**src/lcsc_consts.svh**
```systemverilog
// Constants of the link channel and sync-header configuration registers.
`ifndef LCSC_CONSTS_SVH
`define LCSC_CONSTS_SVH

// ----------------------------------------------------------------------------
// Register indices; the byte address is four times the index.
// ----------------------------------------------------------------------------
`define LCSC_IDX_PAIR_ENABLE   10'h209
`define LCSC_IDX_HEADER_SELECT 10'h20f
`define LCSC_IDX_REQ_THRESH    10'h210
`define LCSC_IDX_LINK_GEOMETRY 10'h220
`define LCSC_IDX_LINK_CONTROL  10'h221
`define LCSC_IDX_LINK_STATUS   10'h222

// ----------------------------------------------------------------------------
// Field positions.
// ----------------------------------------------------------------------------
`define LCSC_BIT_LOWER_PAIR    0
`define LCSC_BIT_UPPER_PAIR    1
`define LCSC_BIT_SINGLE_MODE   2
`define LCSC_BIT_LINK_ENABLE   0
`define LCSC_BIT_MODE_64B66B   1

// ----------------------------------------------------------------------------
// Reset values.
// ----------------------------------------------------------------------------
`define LCSC_RST_PAIR_ENABLE   3'h3
`define LCSC_RST_HEADER_SELECT 2'h0
`define LCSC_RST_REQ_THRESH    5'h03
`define LCSC_RST_FULL_LANES    4'h8
`define LCSC_RST_FULL_CONVS    4'h4
`define LCSC_RST_LINK_CONTROL  2'h0

`endif

```
**src/lcsc_pkg.sv**
```systemverilog
// Types shared by the link channel and sync-header configuration block.
package lcsc_pkg;

   // -------------------------------------------------------------------------
   // State machines and codes.
   // -------------------------------------------------------------------------
   typedef enum logic [1:0] {
      bus_idle = 2'h0,
      bus_done = 2'h1
   } lcsc_bus_e;

   typedef enum logic [1:0] {
      sy_idle    = 2'h0,
      sy_count   = 2'h1,
      sy_request = 2'h3
   } lcsc_sync_e;

   typedef enum logic [1:0] {
      sh_crc12 = 2'h0,
      sh_rsvd1 = 2'h1,
      sh_fec   = 2'h2,
      sh_rsvd3 = 2'h3
   } lcsc_shsel_e;

   // -------------------------------------------------------------------------
   // Carriers.
   // -------------------------------------------------------------------------
   typedef struct packed {
      logic [11:0] address;
      logic        read;
      logic        write;
      logic [31:0] writedata;
   } lcsc_av_req_s;

   typedef struct packed {
      logic [31:0] readdata;
      logic        waitrequest;
   } lcsc_av_rsp_s;

   typedef struct packed {
      logic [3:0] chan_on;
      logic [3:0] lane_count;
      logic [3:0] conv_count;
      logic       tail_pad;
      logic       pair_swap;
   } lcsc_geom_s;

endpackage : lcsc_pkg

```
**src/lcsc_sync_detect.sv**
```systemverilog
// Synchronisation request detector for the active-low sync line.
`timescale 1ns/1ps
`default_nettype none
module lcsc_sync_detect (
   input  wire logic       clock,       // Link clock.
   input  wire logic       rst_n,       // Asynchronous reset, active low.
   input  wire logic       sync_n,      // Sync line pin, active low.
   input  wire logic [4:0] thresh,      // Request threshold.
   output logic            sync_req,    // Request level, from a flop.
   output logic            sync_high    // Synchronised line level.
);

   typedef struct packed {
      logic                meta;
      logic                sync_s;
      lcsc_pkg::lcsc_sync_e st;
      logic [5:0]          cnt;
      logic                req;
   } lcsc_sd_s;

   lcsc_sd_s q;
   lcsc_sd_s d;

   always_comb begin
      d        = q;
      d.meta   = sync_n;
      d.sync_s = q.meta;
      if (q.sync_s) begin
         d.st  = lcsc_pkg::sy_idle;
         d.cnt = 6'h00;
         d.req = 1'b0;
      end else if (q.st != lcsc_pkg::sy_request) begin
         d.cnt = q.cnt + 6'h01;
         // A shorter low run is an error report and leaves no trace.
         if (d.cnt == {1'b0, thresh} + 6'h01) begin
            d.st  = lcsc_pkg::sy_request;
            d.req = 1'b1;
         end else begin
            d.st = lcsc_pkg::sy_count;
         end
      end
   end

   always_ff @(posedge clock or negedge rst_n) begin
      if (!rst_n) begin
         q <= '{meta: 1'b1, sync_s: 1'b1, st: lcsc_pkg::sy_idle, cnt: 6'h00, req: 1'b0};
      end else begin
         q <= d;
      end
   end

   assign sync_req  = q.req;
   assign sync_high = q.sync_s;
endmodule : lcsc_sync_detect
`default_nettype wire

```
**src/lcsc_top.sv**
```systemverilog
// Channel pair, sync-header and sync threshold configuration with Avalon-MM access.
`timescale 1ns/1ps
`default_nettype none
`include "lcsc_consts.svh"
module lcsc_top (
   input  wire logic                  clock,          // Link clock, 20 MHz.
   input  wire logic                  rst_n,          // Asynchronous reset, active low.
   input  wire lcsc_pkg::lcsc_av_req_s av_req,        // Avalon-MM request.
   output lcsc_pkg::lcsc_av_rsp_s     av_rsp,         // Avalon-MM response.
   input  wire logic                  sync_n,         // Sync line from receiver, active low.
   input  wire logic                  mb_start,       // Multiblock start pulse.
   input  wire logic [11:0]           crc_value,      // CRC-12 of the last multiblock.
   input  wire logic [25:0]           fec_value,      // FEC parity of the last multiblock.
   output lcsc_pkg::lcsc_geom_s       geom,           // Active channel and lane layout.
   output logic                       sync_request,   // Synchronisation request level.
   output lcsc_pkg::lcsc_shsel_e      payload_sel,    // Sync-header payload in use.
   output logic [31:0]                sh_word,        // Sync-header word per multiblock.
   output logic                       sh_valid,       // Pulse with each header word.
   output logic                       link_enable,    // Link enable bit.
   output logic                       mode_64b66b     // Link mode selects 64B/66B.
);

   // -------------------------------------------------------------------------
   // State.
   // -------------------------------------------------------------------------
   typedef struct packed {
      lcsc_pkg::lcsc_bus_e   bus;
      lcsc_pkg::lcsc_av_rsp_s rsp;
      logic [2:0]            pair_en;
      logic [1:0]            shsel;
      logic [4:0]            thresh;
      logic [3:0]            full_lanes;
      logic [3:0]            full_convs;
      logic [1:0]            ctl;
      lcsc_pkg::lcsc_geom_s  geom;
      lcsc_pkg::lcsc_shsel_e psel;
      logic [31:0]           sh_word;
      logic                  sh_valid;
   } lcsc_top_s;

   lcsc_top_s q;
   lcsc_top_s d;

   logic sd_req;
   logic sd_high;

   // -------------------------------------------------------------------------
   // Helpers.
   // -------------------------------------------------------------------------
   function automatic logic lcsc_hit(input logic [11:0] addr, input logic [9:0] idx);
      lcsc_hit = (addr[11:2] == idx);
   endfunction : lcsc_hit

   function automatic lcsc_pkg::lcsc_geom_s lcsc_layout(
      input logic [2:0] pe,
      input logic [3:0] fl,
      input logic [3:0] fc
   );
      lcsc_pkg::lcsc_geom_s g;
      logic                 lower;
      logic                 upper;
      logic                 single;
      logic                 reduced;
      logic [4:0]           half_up;
      lower   = pe[`LCSC_BIT_LOWER_PAIR];
      upper   = pe[`LCSC_BIT_UPPER_PAIR];
      single  = pe[`LCSC_BIT_SINGLE_MODE];
      half_up = ({1'b0, fl} + 5'h01) >> 1;
      if (single) begin
         g.chan_on = 4'b0001;
      end else begin
         g.chan_on = {upper, upper, lower, lower};
      end
      // Both pairs off is undefined; the full lane and converter counts are kept then, with no channel on.
      reduced      = single | (lower ^ upper);
      g.lane_count = reduced ? half_up[3:0] : fl;
      g.conv_count = reduced ? {1'b0, fc[3:1]} : fc;
      g.tail_pad   = reduced & fl[0];
      g.pair_swap  = !single & !lower & upper;
      lcsc_layout  = g;
   endfunction : lcsc_layout

   function automatic logic [7:0] lcsc_read(input logic [11:0] addr, input lcsc_top_s s,
                                            input logic req, input logic high);
      lcsc_read = 8'h00;
      if (lcsc_hit(addr, `LCSC_IDX_PAIR_ENABLE)) begin
         lcsc_read = {5'h00, s.pair_en};
      end else if (lcsc_hit(addr, `LCSC_IDX_HEADER_SELECT)) begin
         lcsc_read = {6'h00, s.shsel};
      end else if (lcsc_hit(addr, `LCSC_IDX_REQ_THRESH)) begin
         lcsc_read = {3'h0, s.thresh};
      end else if (lcsc_hit(addr, `LCSC_IDX_LINK_GEOMETRY)) begin
         lcsc_read = {s.full_convs, s.full_lanes};
      end else if (lcsc_hit(addr, `LCSC_IDX_LINK_CONTROL)) begin
         lcsc_read = {6'h00, s.ctl};
      end else if (lcsc_hit(addr, `LCSC_IDX_LINK_STATUS)) begin
         lcsc_read = {s.geom.chan_on, 2'h0, req, high};
      end
   endfunction : lcsc_read

   // -------------------------------------------------------------------------
   // Sync request detection.
   // -------------------------------------------------------------------------
   lcsc_sync_detect u_sync (
      .clock     (clock),
      .rst_n     (rst_n),
      .sync_n    (sync_n),
      .thresh    (q.thresh),
      .sync_req  (sd_req),
      .sync_high (sd_high)
   );

   // -------------------------------------------------------------------------
   // Next state.
   // -------------------------------------------------------------------------
   always_comb begin
      d                 = q;
      d.rsp.waitrequest = 1'b1;
      case (q.bus)
         lcsc_pkg::bus_idle: begin
            // One wait state: the answer is always ready on the next edge.
            if (av_req.read || av_req.write) begin
               d.bus             = lcsc_pkg::bus_done;
               d.rsp.waitrequest = 1'b0;
               d.rsp.readdata    = 32'h0000_0000;
               if (av_req.read) begin
                  d.rsp.readdata = {24'h00_0000, lcsc_read(av_req.address, q, sd_req, sd_high)};
               end
            end
         end
         lcsc_pkg::bus_done: begin
            d.bus = lcsc_pkg::bus_idle;
            // A write lands only at the edge where the master sees waitrequest low.
            // Reserved bits are dropped here and read back as zero.
            if (av_req.write) begin
               if (lcsc_hit(av_req.address, `LCSC_IDX_PAIR_ENABLE)) begin
                  d.pair_en = av_req.writedata[2:0];
               end
               if (lcsc_hit(av_req.address, `LCSC_IDX_HEADER_SELECT)) begin
                  d.shsel = av_req.writedata[1:0];
               end
               if (lcsc_hit(av_req.address, `LCSC_IDX_REQ_THRESH)) begin
                  d.thresh = av_req.writedata[4:0];
               end
               if (lcsc_hit(av_req.address, `LCSC_IDX_LINK_GEOMETRY)) begin
                  d.full_lanes = av_req.writedata[3:0];
                  d.full_convs = av_req.writedata[7:4];
               end
               if (lcsc_hit(av_req.address, `LCSC_IDX_LINK_CONTROL)) begin
                  d.ctl = av_req.writedata[1:0];
               end
            end
         end
         default: begin
            d.bus = lcsc_pkg::bus_idle;
         end
      endcase

      // The layout lags the registers by one cycle, which is harmless while the link is off.
      d.geom = lcsc_layout(q.pair_en, q.full_lanes, q.full_convs);

      // The header select only steers the link while 64B/66B is chosen.
      d.psel = lcsc_pkg::lcsc_shsel_e'(q.shsel);
      if (!q.ctl[`LCSC_BIT_MODE_64B66B]) begin
         d.psel = lcsc_pkg::sh_crc12;
      end

      d.sh_valid = 1'b0;
      if (mb_start && q.ctl[`LCSC_BIT_LINK_ENABLE] && q.ctl[`LCSC_BIT_MODE_64B66B]) begin
         d.sh_valid = 1'b1;
         case (lcsc_pkg::lcsc_shsel_e'(q.shsel))
            lcsc_pkg::sh_crc12: begin
               d.sh_word = {20'h0_0000, crc_value};
            end
            lcsc_pkg::sh_fec: begin
               d.sh_word = {6'h00, fec_value};
            end
            default: begin
               d.sh_word = 32'h0000_0000;
            end
         endcase
      end
   end

   // -------------------------------------------------------------------------
   // Registers.
   // -------------------------------------------------------------------------
   always_ff @(posedge clock or negedge rst_n) begin
      if (!rst_n) begin
         q.bus             <= lcsc_pkg::bus_idle;
         q.rsp.readdata    <= 32'h0000_0000;
         q.rsp.waitrequest <= 1'b1;
         q.pair_en         <= `LCSC_RST_PAIR_ENABLE;
         q.shsel           <= `LCSC_RST_HEADER_SELECT;
         q.thresh          <= `LCSC_RST_REQ_THRESH;
         q.full_lanes      <= `LCSC_RST_FULL_LANES;
         q.full_convs      <= `LCSC_RST_FULL_CONVS;
         q.ctl             <= `LCSC_RST_LINK_CONTROL;
         q.geom            <= '{chan_on: 4'hf, lane_count: `LCSC_RST_FULL_LANES,
                                conv_count: `LCSC_RST_FULL_CONVS, tail_pad: 1'b0, pair_swap: 1'b0};
         q.psel            <= lcsc_pkg::sh_crc12;
         q.sh_word         <= 32'h0000_0000;
         q.sh_valid        <= 1'b0;
      end else begin
         q <= d;
      end
   end

   // -------------------------------------------------------------------------
   // Outputs.
   // -------------------------------------------------------------------------
   assign av_rsp       = q.rsp;
   assign geom         = q.geom;
   assign sync_request = sd_req;
   assign payload_sel  = q.psel;
   assign sh_word      = q.sh_word;
   assign sh_valid     = q.sh_valid;
   assign link_enable  = q.ctl[`LCSC_BIT_LINK_ENABLE];
   assign mode_64b66b  = q.ctl[`LCSC_BIT_MODE_64B66B];
endmodule : lcsc_top
`default_nettype wire

```
**config.mk**
```make
export PLATFORM = sky130hd
export DESIGN_NAME = lcsc_top
export DESIGN_NICKNAME = d
export VERILOG_FILES = /design/src/lcsc_pkg.sv /design/src/lcsc_sync_detect.sv /design/src/lcsc_top.sv
export VERILOG_INCLUDE_DIRS = /design/src
export SDC_FILE = /design/constraint.sdc
export NUM_CORES = 1
export LEC_CHECK = 0
export BUFFER_PORTS_ARGS = -buffer_cell sky130_fd_sc_hd__buf_4
export CORE_ASPECT_RATIO = 0.8
export CORE_MARGIN = 3
export CORE_UTILIZATION = 45
export DETAILED_ROUTE_END_ITERATION = 8
export PLACE_DENSITY = 0.86
export SETUP_SLACK_MARGIN = 0.1
export SKIP_LAST_GASP = 1
export SLEW_MARGIN = 25
export SYNTH_ARGS = -nofsm -noshare
export SYNTH_HDL_FRONTEND = slang
export SYNTH_SLANG_ARGS = --single-unit
```
**constraint.sdc**
```tcl
create_clock -name clock -period 1.6 [get_ports clock]
set_input_delay 0.16 -clock clock [delete_from_list [all_inputs] [get_ports clock]]
set_output_delay 0.16 -clock clock [all_outputs]
set_load 0.005 [all_outputs]
```
==> metrics.csv, run 1 <==
metric,value,unit
Clk pwr share,41.7,%
Chip Width,117,um
Yosys reg bits,83,
synthesized area per cell,10.8,um2
leakage,2.69,nW
Antenna Cells,0,
startpoint types,register,
Final Hold Viols,0,
Final setup viols,0,
drt first pass iters,4,
# DRC,0,
area grow syn2layout,23.4,%
Net Sw Frac,25.9,%
GRT Total Usage,17.9,%
via-per-instance ratio,4.87,
global route total overflow,0,
post-layout util,58.8,%
met1 usage,22.3,%
setup TNS,0,ns
crit path DAT,1.68,ns
met3 Track Usage GR,5.89,%
Netlist cell types,55,
Top Usage Layer GRT,met2,
RSZ-0062 raised after global routing,true,
Clock Skew,0.00674,ns
DIE HEIGHT,95,um
die area,0.0111,mm2
Comb pwr share,12.2,%
R2R Setup Slk,0.13,ns
"Warnings, synthesis",0,
Inst Count DP,609,
global-route wire length before repair,15.3,mm
pwr dens,880,mW/mm2
final cell count without fillers,634,
crit path capture type,register,
Final ANT Viol Nets,0,
cell breakdown of the critical path,"ha_4, nand3_1, xnor3_1, nand4_1, o22ai_2",
sequential share of the synthesized area,47.0,%
Async SR Flop Fraction,100,%
outcome,finished clean,
"slowest stage delay, CP",0.44,ns
layout cells sized above 1,40.0,%
R2R depth,5,
ranking of synthesized cells by area,"dfrtp_1, buf_4, dfstp_2, nand2_1, mux2i_1",
Yosys top cell by area,dfrtp_1,
CTS tree,yes,
share of the synthesized area in the top cell type,38.8,%
total clock sinks,83,
Hold Path Class,input port to register,
FF-to-FF Start,u_sync.q[1],
initial antenna violation count,0,
hold worst-path end,q[62],
Buffers on Ports,116,
"slowest stage cell, crit path",dfrtp_2,
NetSw,1.25,mW
most frequent cells in the layout,"buf_4, dfrtp_1, nand2_1",
Synth Cell Area,0.00446,mm2
final WL,9.73,mm
sequential power share,46.1,%
worst-margin pin slew,0.776,ns
crit path time final,1.47,ns
Root Driver,clkbuf_16,
"most common cell after layout, fill and taps aside",buf_4,
Routed WL per cell,15.3,um
largest net degree at the start of global routing,54,
CP Max Fanout,4,
Slew headroom,48.2,%
Pint,3.59,mW
num rows,31,
number of synthesized flops with an enable pin,0,
Num CTS Buffers,9,
Syn Inst Count,412,
"Reg clk slew, reported paths",0.07,ns
IO Count,173,
Pins Over Slew Limit,0,
Critical Path RT,1.81,ns
core area,0.00935,mm2
Peak VDD IR,0.506,mV
launch point of the worst hold path,av_req[3],
R2R Path End,u_sync.q[8],
Tcrit/Tclk final,91.8,%
fmax,681,MHz
hpwl dp,7.29,mm
crit path kind,register to register,
worst-case clock buffer depth,2,
GPL Wtd Cong,0.885,
ys flop type,dfrtp_1,
vias,3086,
Power Total,4.84,mW
Skew-Pair Late Insertion Delay,0.34,ns
number of global-route vias before repair,3058,
met2 usage,29.8,%
CTS H-tree depth,3,
hold path depth,2,
Initial Util,47.7,%
# nets final,588,
max_cap viols,0,
Iter 0 DRT Violations,207,
==> critical path, delay by kind of cell, from the launching register on <==
family | cells | cell delay, ns
and+or+nand+nor | 2 | 0.24
adders and majority gates | 1 | 0.18
DFF | 1 | 0.44
xor gates and xnor gates | 1 | 0.41
AOI/OAI and AO/OA | 1 | 0.08
==> worst max path at each step <==
stage	start	endpoint	slack, ns	cells after the start
global placement	av_req[39]	link_enable	0.06	4
global route	u_sync.q[1]	u_sync.q[8]	0.07	5
floorplan	q[102]	link_enable	0.12	5
finish	u_sync.q[1]	u_sync.q[8]	0.13	5
CTS	q[60]	u_sync.q[8]	0.10	5
detailed placement	av_req[39]	link_enable	0.003	4
==> state kept, by name, summed over array words and instances (netlist names), 2 cells and up <==
name	flops
u_sync.q	8
geom	13
payload_sel	2
q	19
av_rsp	9
sh_word	26
==> Yosys cell counts, types with 8 or more instances <==
| cell | number |
|---|---|
| dfstp_2 | 14 |
| o21ai_1 | 9 |
| o21ai_0 | 10 |
| mux2_1 | 12 |
| nor2_1 | 10 |
| o31ai_1 | 13 |
| mux2i_1 | 16 |
| mux2_4 | 8 |
| buf_4 | 81 |
| clkbuf_1 | 11 |
| nand2_1 | 54 |
| nand3_1 | 8 |
| dfrtp_1 | 69 |
==> what timing repair did <==
| item | CTS | global route |
|---|---|---|
| pin swaps | 4 | 6 |
| gates resized for setup | 3 | 7 |
| endpoints found under the setup margin | 2 | 4 |
| buffers inserted | 4 | 3 |
| cloned | 0 | 0 |
| hold endpoints to repair | 30 | 0 |
| hold buffers | 2 | 0 |
==> cell type report <==
cell class / count / area, um2
Tap cell: 132 / 165
Clock inverter: 7 / 66.3
Clock buffer: 9 / 225
Multi-Input combinational cell: 258 / 1840
Fill cell: 786 / 3850
Sequential cell: 83 / 2100
Inverter: 5 / 18.8
Timing Repair Buffer: 140 / 1080
==> logic make-up (layout without fill, tap and decap cells) <==
| logic type | Yosys count | count (layout) | share of synthesized area [%] |
|---|---|---|---|
| mux | 40 | 40 | 10.3 |
| xor+xnor | 17 | 17 | 4.30 |
| buf+inv | 100 | 161 | 15.3 |
| simple gates | 115 | 115 | 14.1 |
| other cells | 1 | 30 | 0.0842 |
| flops | 83 | 83 | 47.0 |
| fa+ha+maj | 3 | 3 | 0.843 |
| compound gates | 53 | 53 | 8.03 |
==> power by group through the flow <==
stage / Sequential, mW / Clock (mW) / Combinational [mW]
6_report: 2.23 / 2.02 / 0.590
5_1_grt: 2.24 / 2.17 / 0.651
4_1_cts: 2.23 / 2.06 / 0.548
3_5_place_dp: 2.26 / 0 / 0.501
3_3_place_gp: 2.26 / 0 / 0.482
2_1_floorplan: 2.24 / 0 / 0.300
==> metal layers <==
layer / vias up / wire, um / part of all wire, %
met5: - / 0 / 0
met4: 0 / 139 / 1.4
met3: 12 / 669 / 6.9
met2: 98 / 4940 / 51
met1: 1493 / 3980 / 41
li1: 1483 / - / -
==> stage by stage <==
| stage | setup WS [ns] | instance area [um2] | hold slack [ns] |
|---|---|---|---|
| floorplan | 0.120 | 4560 | -0.136 |
| CTS | 0.103 | 5440 | 0.0402 |
| global route | 0.0678 | 5500 | 0.0351 |
| detailed placement | 0.00276 | 5080 | 0.126 |
| global placement | 0.0558 | 5080 | 0.120 |
| finish | 0.131 | 5500 | 0.0477 |
Power figures use the tool's default switching activity.
==> run 2, diff against run 1 <==
CORE_UTILIZATION = 49   (was 45)
PLACE_DENSITY = 0.88   (was 0.86)
clock period = 1.5 ns   (was 1.6 ns; I/O delays follow)
==> run 2 against run 1 <==
Effect of this change: the flow now finishes with violations (negative setup slack); die area shrank 7.7%; combinational power rose by 8.8%; clock-buffer cell count unchanged; design area rose by 1.7%; global-route usage up 1.7 points; first-iteration DRC count down 7.2%; setup slack worse by 0.16 ns; via count up 2.3%; routed wire length is 3.9% higher; clock skew hardly changed; worst hold slack got worse by 0.0089 ns; sequential power is 7% higher; critical path type unchanged; largest power group is now the clock network.
==> metrics.csv, run 2 (synthesized netlist as in run 1, its figures left out) <==
metric,value,unit,change
global route total overflow,0,,unchanged
Iter 0 DRT Violations,192,,-7.2%
fmax,655,MHz,-3.7%
CP Max Fanout,4,,unchanged
initial antenna violation count,0,,unchanged
Peak VDD IR,0.546,mV,+7.9%
Final setup viols,2,,+2
"most common cell after layout, fill and taps aside",buf_4,,
CTS tree,yes,,
Initial Util,51.4,%,+3.7 points
startpoint types,register,,
max reg flops,26,,unchanged
total clock sinks,83,,unchanged
GRT Total Usage,19.6,%,+1.7 points
Routed WL per cell,16.3,um,+6.2%
area grow syn2layout,25.5,%,
Critical Path RT,1.75,ns,-0.06 ns
# DRC,0,,unchanged
drt first pass iters,4,,unchanged
pwr dens,977,mW/mm2,+11%
outcome,"finished, violations left",,
fill count,673,,-14%
crit path kind,register to register,,
Final Hold Viols,0,,unchanged
R2R Setup Slk,-0.03,ns,-0.16 ns
DIE HEIGHT,91.3,um,-3.9%
IO Count,173,,unchanged
largest net degree at the start of global routing,56,,+3.7%
worst-case clock buffer depth,2,,unchanged
num rows,30,,-3.2%
design area,0.00559,mm2,+1.7%
"Reg clk slew, reported paths",0.07,ns,about the same
via-per-instance ratio,5.09,,+4.6%
Chip Width,113,um,-4.0%
top flop regs,"sh_word x26, q x19, geom x13",,
GPL Wtd Cong,0.888,,+0.28%
Num CTS Buffers,9,,unchanged
cell breakdown of the critical path,"ha_4, xnor2_2, and4_1, nand4_1, o2bb2ai_1",,
number of global-route vias before repair,3188,,+4.3%
# nets final,594,,+1.0%
crit path DAT,1.78,ns,+0.10 ns
Antenna Cells,0,,unchanged
Reg with most FFs,sh_word,,
Skew-Pair Late Insertion Delay,0.33,ns,about the same
CP Buf/Inv Count,0,,unchanged
Final ANT Viol Nets,0,,unchanged
die area,0.0103,mm2,-7.7%
core area,0.00867,mm2,-7.2%
"slowest stage delay, CP",0.59,ns,+0.15 ns
Post-DP Area,0.00512,mm2,+0.74%
global-route wire length before repair,16.1,mm,+5.4%
"slowest stage cell, crit path",dfstp_2,,
RSZ-0062 raised after global routing,true,,
crit path time final,1.53,ns,+0.0572 ns
Setup WS pre-CTS,-0.0462,ns,-0.0489 ns
Clock Skew,0.00662,ns,-0.000126 ns
Buffers on Ports,116,,unchanged
cell family with most CP delay,flip-flops,,
final WL,10.1,mm,+3.9%
most frequent cells in the layout,"buf_4, dfrtp_1, nand2_1",,
crit path capture type,register,,
max_cap viols,0,,unchanged
slack of the critical path,-0.0262,ns,-0.157 ns
Pins Over Slew Limit,0,,unchanged
hpwl dp,7.37,mm,+1.2%
layout cells sized above 1,41.1,%,+1.1 points
leakage,2.76,nW,+2.4%
vias,3158,,+2.3%
Hold Path Class,input port to register,,
CTS H-tree depth,3,,unchanged
failing checks,negative setup slack,,
Tcrit/Tclk final,102,%,+9.9 points
Root Driver,clkbuf_16,,
==> run 2: power by group <==
part	internal (mW)	switching (mW)	leakage, nW	total (mW)
clock	1.49	0.945	0.159	2.43
sequential	2.31	0.0742	1.10	2.38
combinational	0.350	0.292	1.50	0.642
==> run 2: layer usage <==
metal  up-vias  wire length, um  global-route usage [%]
li1       1493                -                       -
met1      1518             4060                    24.5
met2       127             5160                    33.0
met3        20              715                    5.13
met4         0              171                    6.61
met5         -                0                       0
==> run 2: cell type report <==
type | instances | area, um2 | share of cell area [%]
sequential | 83 | 2090 | 37.5
multi-input combinational | 258 | 1880 | 33.6
timing repair buffer | 146 | 1130 | 20.2
clock buffer | 9 | 225 | 4.03
tap | 112 | 140 | 2.51
clock inverter | 7 | 105 | 1.88
inverter | 5 | 18.8 | 0.336
==> run 2: metrics by stage <==
step / power [mW] / utilization [%] / hold slack [ns] / std cells / TNS, ns
global placement: 2.94 / 59.0 / 0.116 / 597 / -0.124
CTS: 5.47 / 63.7 / 0.0315 / 618 / 0
finish: 5.46 / 64.5 / 0.0388 / 620 / -0.0457
global route: 5.69 / 64.5 / 0.0371 / 620 / -0.166
detailed placement: 2.97 / 59.0 / 0.115 / 597 / -0.401
floorplan: 2.72 / - / -0.146 / 441 / 0
==> run 2: path summary, 6_finish.rpt <==
check	start	to	depth (start not counted)
max in group asynchronous	rst_n	u_sync.d[9]	3
worst min register to register	u_sync.d[9]	u_sync.sync_high	0
worst max register to register	q[60]	u_sync.sync_req	5
worst min-delay path	av_req[4]	q[63]	2
min in group asynchronous	rst_n	av_rsp[0]	2
worst max-delay path	q[60]	u_sync.sync_req	5
==> run 2: repair_timing <==
| item | 4_1_cts | 5_1_grt |
|---|---|---|
| setup endpoints to repair | 20 | 25 |
| pin swaps | 5 | 6 |
| gates resized for setup | 5 | 12 |
| hold buffers | 2 | 0 |
| endpoints found under the hold margin | 71 | 0 |
| buffers inserted | 3 | 2 |
==> run 3, diff against run 2 <==
BUFFER_PORTS_ARGS = -buffer_cell sky130_fd_sc_hd__buf_2   (was -buffer_cell sky130_fd_sc_hd__buf_4)
==> run 3 against run 2 <==
Effect of this change: the flow now finishes without violations; clock skew up 0.0015 ns; total power down 7.5%; non-clock buffer count up 3; die area unchanged; design area down 5.7%; fmax up 6.6%; first-iteration DRC count down 16%; core utilization down 3.7 points; critical endpoint is now u_sync.q[8]; highest routed layer unchanged.
==> metrics.csv, run 3 (synthesized netlist as in run 1, its figures left out) <==
metric,value,unit,change
outcome,finished clean,,
vias,3113,,-1.4%
CTS H-tree depth,3,,unchanged
max reg flops,26,,unchanged
Final setup viols,0,,-2
pwr dens,959,mW/mm2,-1.8%
slack of the critical path,0.0686,ns,+0.0947 ns
worst-case clock buffer depth,2,,unchanged
Clock Skew,0.00808,ns,+0.00147 ns
most frequent cells in the layout,"buf_2, dfrtp_1, nand2_1",,
die area,0.0103,mm2,unchanged
"Reg clk slew, reported paths",0.06,ns,about the same
Antenna Cells,0,,unchanged
Net Sw Frac,25.7,%,+1.7 points
final WL,9.56,mm,-5.4%
top flop regs,"sh_word x26, q x19, geom x13",,
NetSw,1.30,mW,-1.0%
layout cells sized above 1,41.5,%,+0.35 points
Final ANT Viol Nets,0,,unchanged
WHS,0.0445,ns,+0.00571 ns
Pins Over Slew Limit,0,,unchanged
Setup WS pre-CTS,-0.0267,ns,+0.0195 ns
IO Count,173,,unchanged
Clk pwr share,41.3,%,-3.3 points
GPL Wtd Cong,0.896,,+0.91%
area grow syn2layout,18.3,%,
Chip Width,113,um,unchanged
"slowest stage cell, crit path",dfrtp_1,,
"slowest stage delay, CP",0.42,ns,-0.17 ns
Root Driver,clkbuf_16,,
"most common cell after layout, fill and taps aside",buf_2,,
drt first pass iters,4,,unchanged
largest net degree at the start of global routing,54,,-3.6%
RSZ-0062 raised after global routing,true,,
Reg with most FFs,sh_word,,
CTS tree,yes,,
CP Max Fanout,3,,-1
leakage,2.70,nW,-2.2%
# nets final,597,,+0.51%
number of global-route vias before repair,3224,,+1.1%
global-route wire length before repair,15.7,mm,-2.9%
Buffers on Ports,116,,unchanged
Post-DP Area,0.00484,mm2,-5.3%
Iter 0 DRT Violations,161,,-16%
fill count,690,,+2.5%
Num CTS Buffers,9,,unchanged
# DRC,0,,unchanged
global route total overflow,0,,unchanged
Critical Path RT,1.74,ns,about the same
hpwl dp,7.33,mm,-0.59%
crit path time final,1.43,ns,-0.0947 ns
startpoint types,register,,
Routed WL per cell,15.3,um,-5.9%
total clock sinks,83,,unchanged
crit path kind,register to register,,
fmax,699,MHz,+6.6%
Final Hold Viols,0,,unchanged
Peak VDD IR,0.611,mV,+12%
Skew-Pair Late Insertion Delay,0.33,ns,about the same
Comb pwr share,11.5,%,-0.3 points
DIE HEIGHT,91.3,um,unchanged
setup TNS,0,ns,+0.0457 ns
initial antenna violation count,0,,unchanged
num rows,30,,unchanged
core area,0.00867,mm2,unchanged
crit path capture type,register,,
Initial Util,51.4,%,unchanged
sequential power share,47.2,%,+3.5 points
R2R Setup Slk,0.07,ns,+0.09 ns
crit path DAT,1.67,ns,-0.11 ns
GRT Total Usage,18.7,%,-0.94 points
max_cap viols,0,,unchanged
Hold Path Class,input port to register,,
via-per-instance ratio,5.00,,-1.9%
cell breakdown of the critical path,"ha_4, nand3_2, xnor3_1, nand4_1, o22ai_1",,
design area,0.00527,mm2,-5.7%
Tcrit/Tclk final,95.4,%,-6.3 points
Pint,3.75,mW,-9.5%
[run 3: cell types whose count changed in the layout (fill, tap and decap cells not counted), sizes merged]
| cell | delta |
|---|---|
| clkinv | +2 |
| bufinv | -2 |
| buf | +3 |
[run 3: timing repair]
item / 4_1_cts / 5_1_grt
pin swaps: 6 / 5
hold buffers: 2 / 0
gates resized for setup: 6 / 9
setup endpoints to repair: 16 / 22
endpoints found under the hold margin: 23 / 0
setup buffers: 2 / 4
[run 3: critical path: cells and delay by family (launching register included)]
kind / cells / cell delay [ns]
DFF: 1 / 0.42
xor gates and xnor gates: 1 / 0.39
and+or+nand+nor: 2 / 0.20
adders and majority gates: 1 / 0.18
AOI/OAI and AO/OA: 1 / 0.15
[run 3: cell type report]
| class | count | area (um2) | area share [%] |
|---|---|---|---|
| multi-input combinational | 258 | 1870 | 35.5 |
| sequential | 83 | 2100 | 39.8 |
| tap | 112 | 140 | 2.66 |
| clock buffer | 9 | 225 | 4.27 |
| timing repair buffer | 149 | 861 | 16.3 |
| inverter | 5 | 18.8 | 0.356 |
| clock inverter | 7 | 58.8 | 1.12 |
[run 3: through the flow]
stage,util [%],power (mW),std cells
floorplan,-,2.72,441
CTS,59.9,5.06,619
finish,60.8,5.05,623
global placement,55.9,2.90,599
global route,60.8,5.26,623
detailed placement,55.9,2.93,599
[run 3: metal layers]
layer / global-route usage, % / up-vias / routed length, um
met3: 4.60 / 12 / 563
li1: - / 1487 / -
met5: 0 / - / 0
met4: 4.80 / 0 / 95
met1: 23.5 / 1513 / 4140
met2: 32.1 / 101 / 4760
[run 3: worst paths after layout]
path	start	end	depth (start not counted)
setup / recovery	u_sync.q[2]	u_sync.q[8]	5
hold / removal	fec_value[23]	sh_word[23]	3
setup reg to reg	u_sync.q[2]	u_sync.q[8]	5
hold reg to reg	u_sync.d[9]	u_sync.sync_high	0
max in group asynchronous	rst_n	u_sync.sync_high	3
min in group asynchronous	rst_n	av_rsp[4]	2
[run 3: power by group through the flow]
stage          registers, mW  logic, mW  clock network [mW]
6_report                2.39      0.580                2.09
4_1_cts                 2.38      0.543                2.14
3_5_place_dp            2.41      0.519                   0
2_1_floorplan           2.39      0.324                   0
5_1_grt                 2.39      0.649                2.22
3_3_place_gp            2.40      0.500                   0
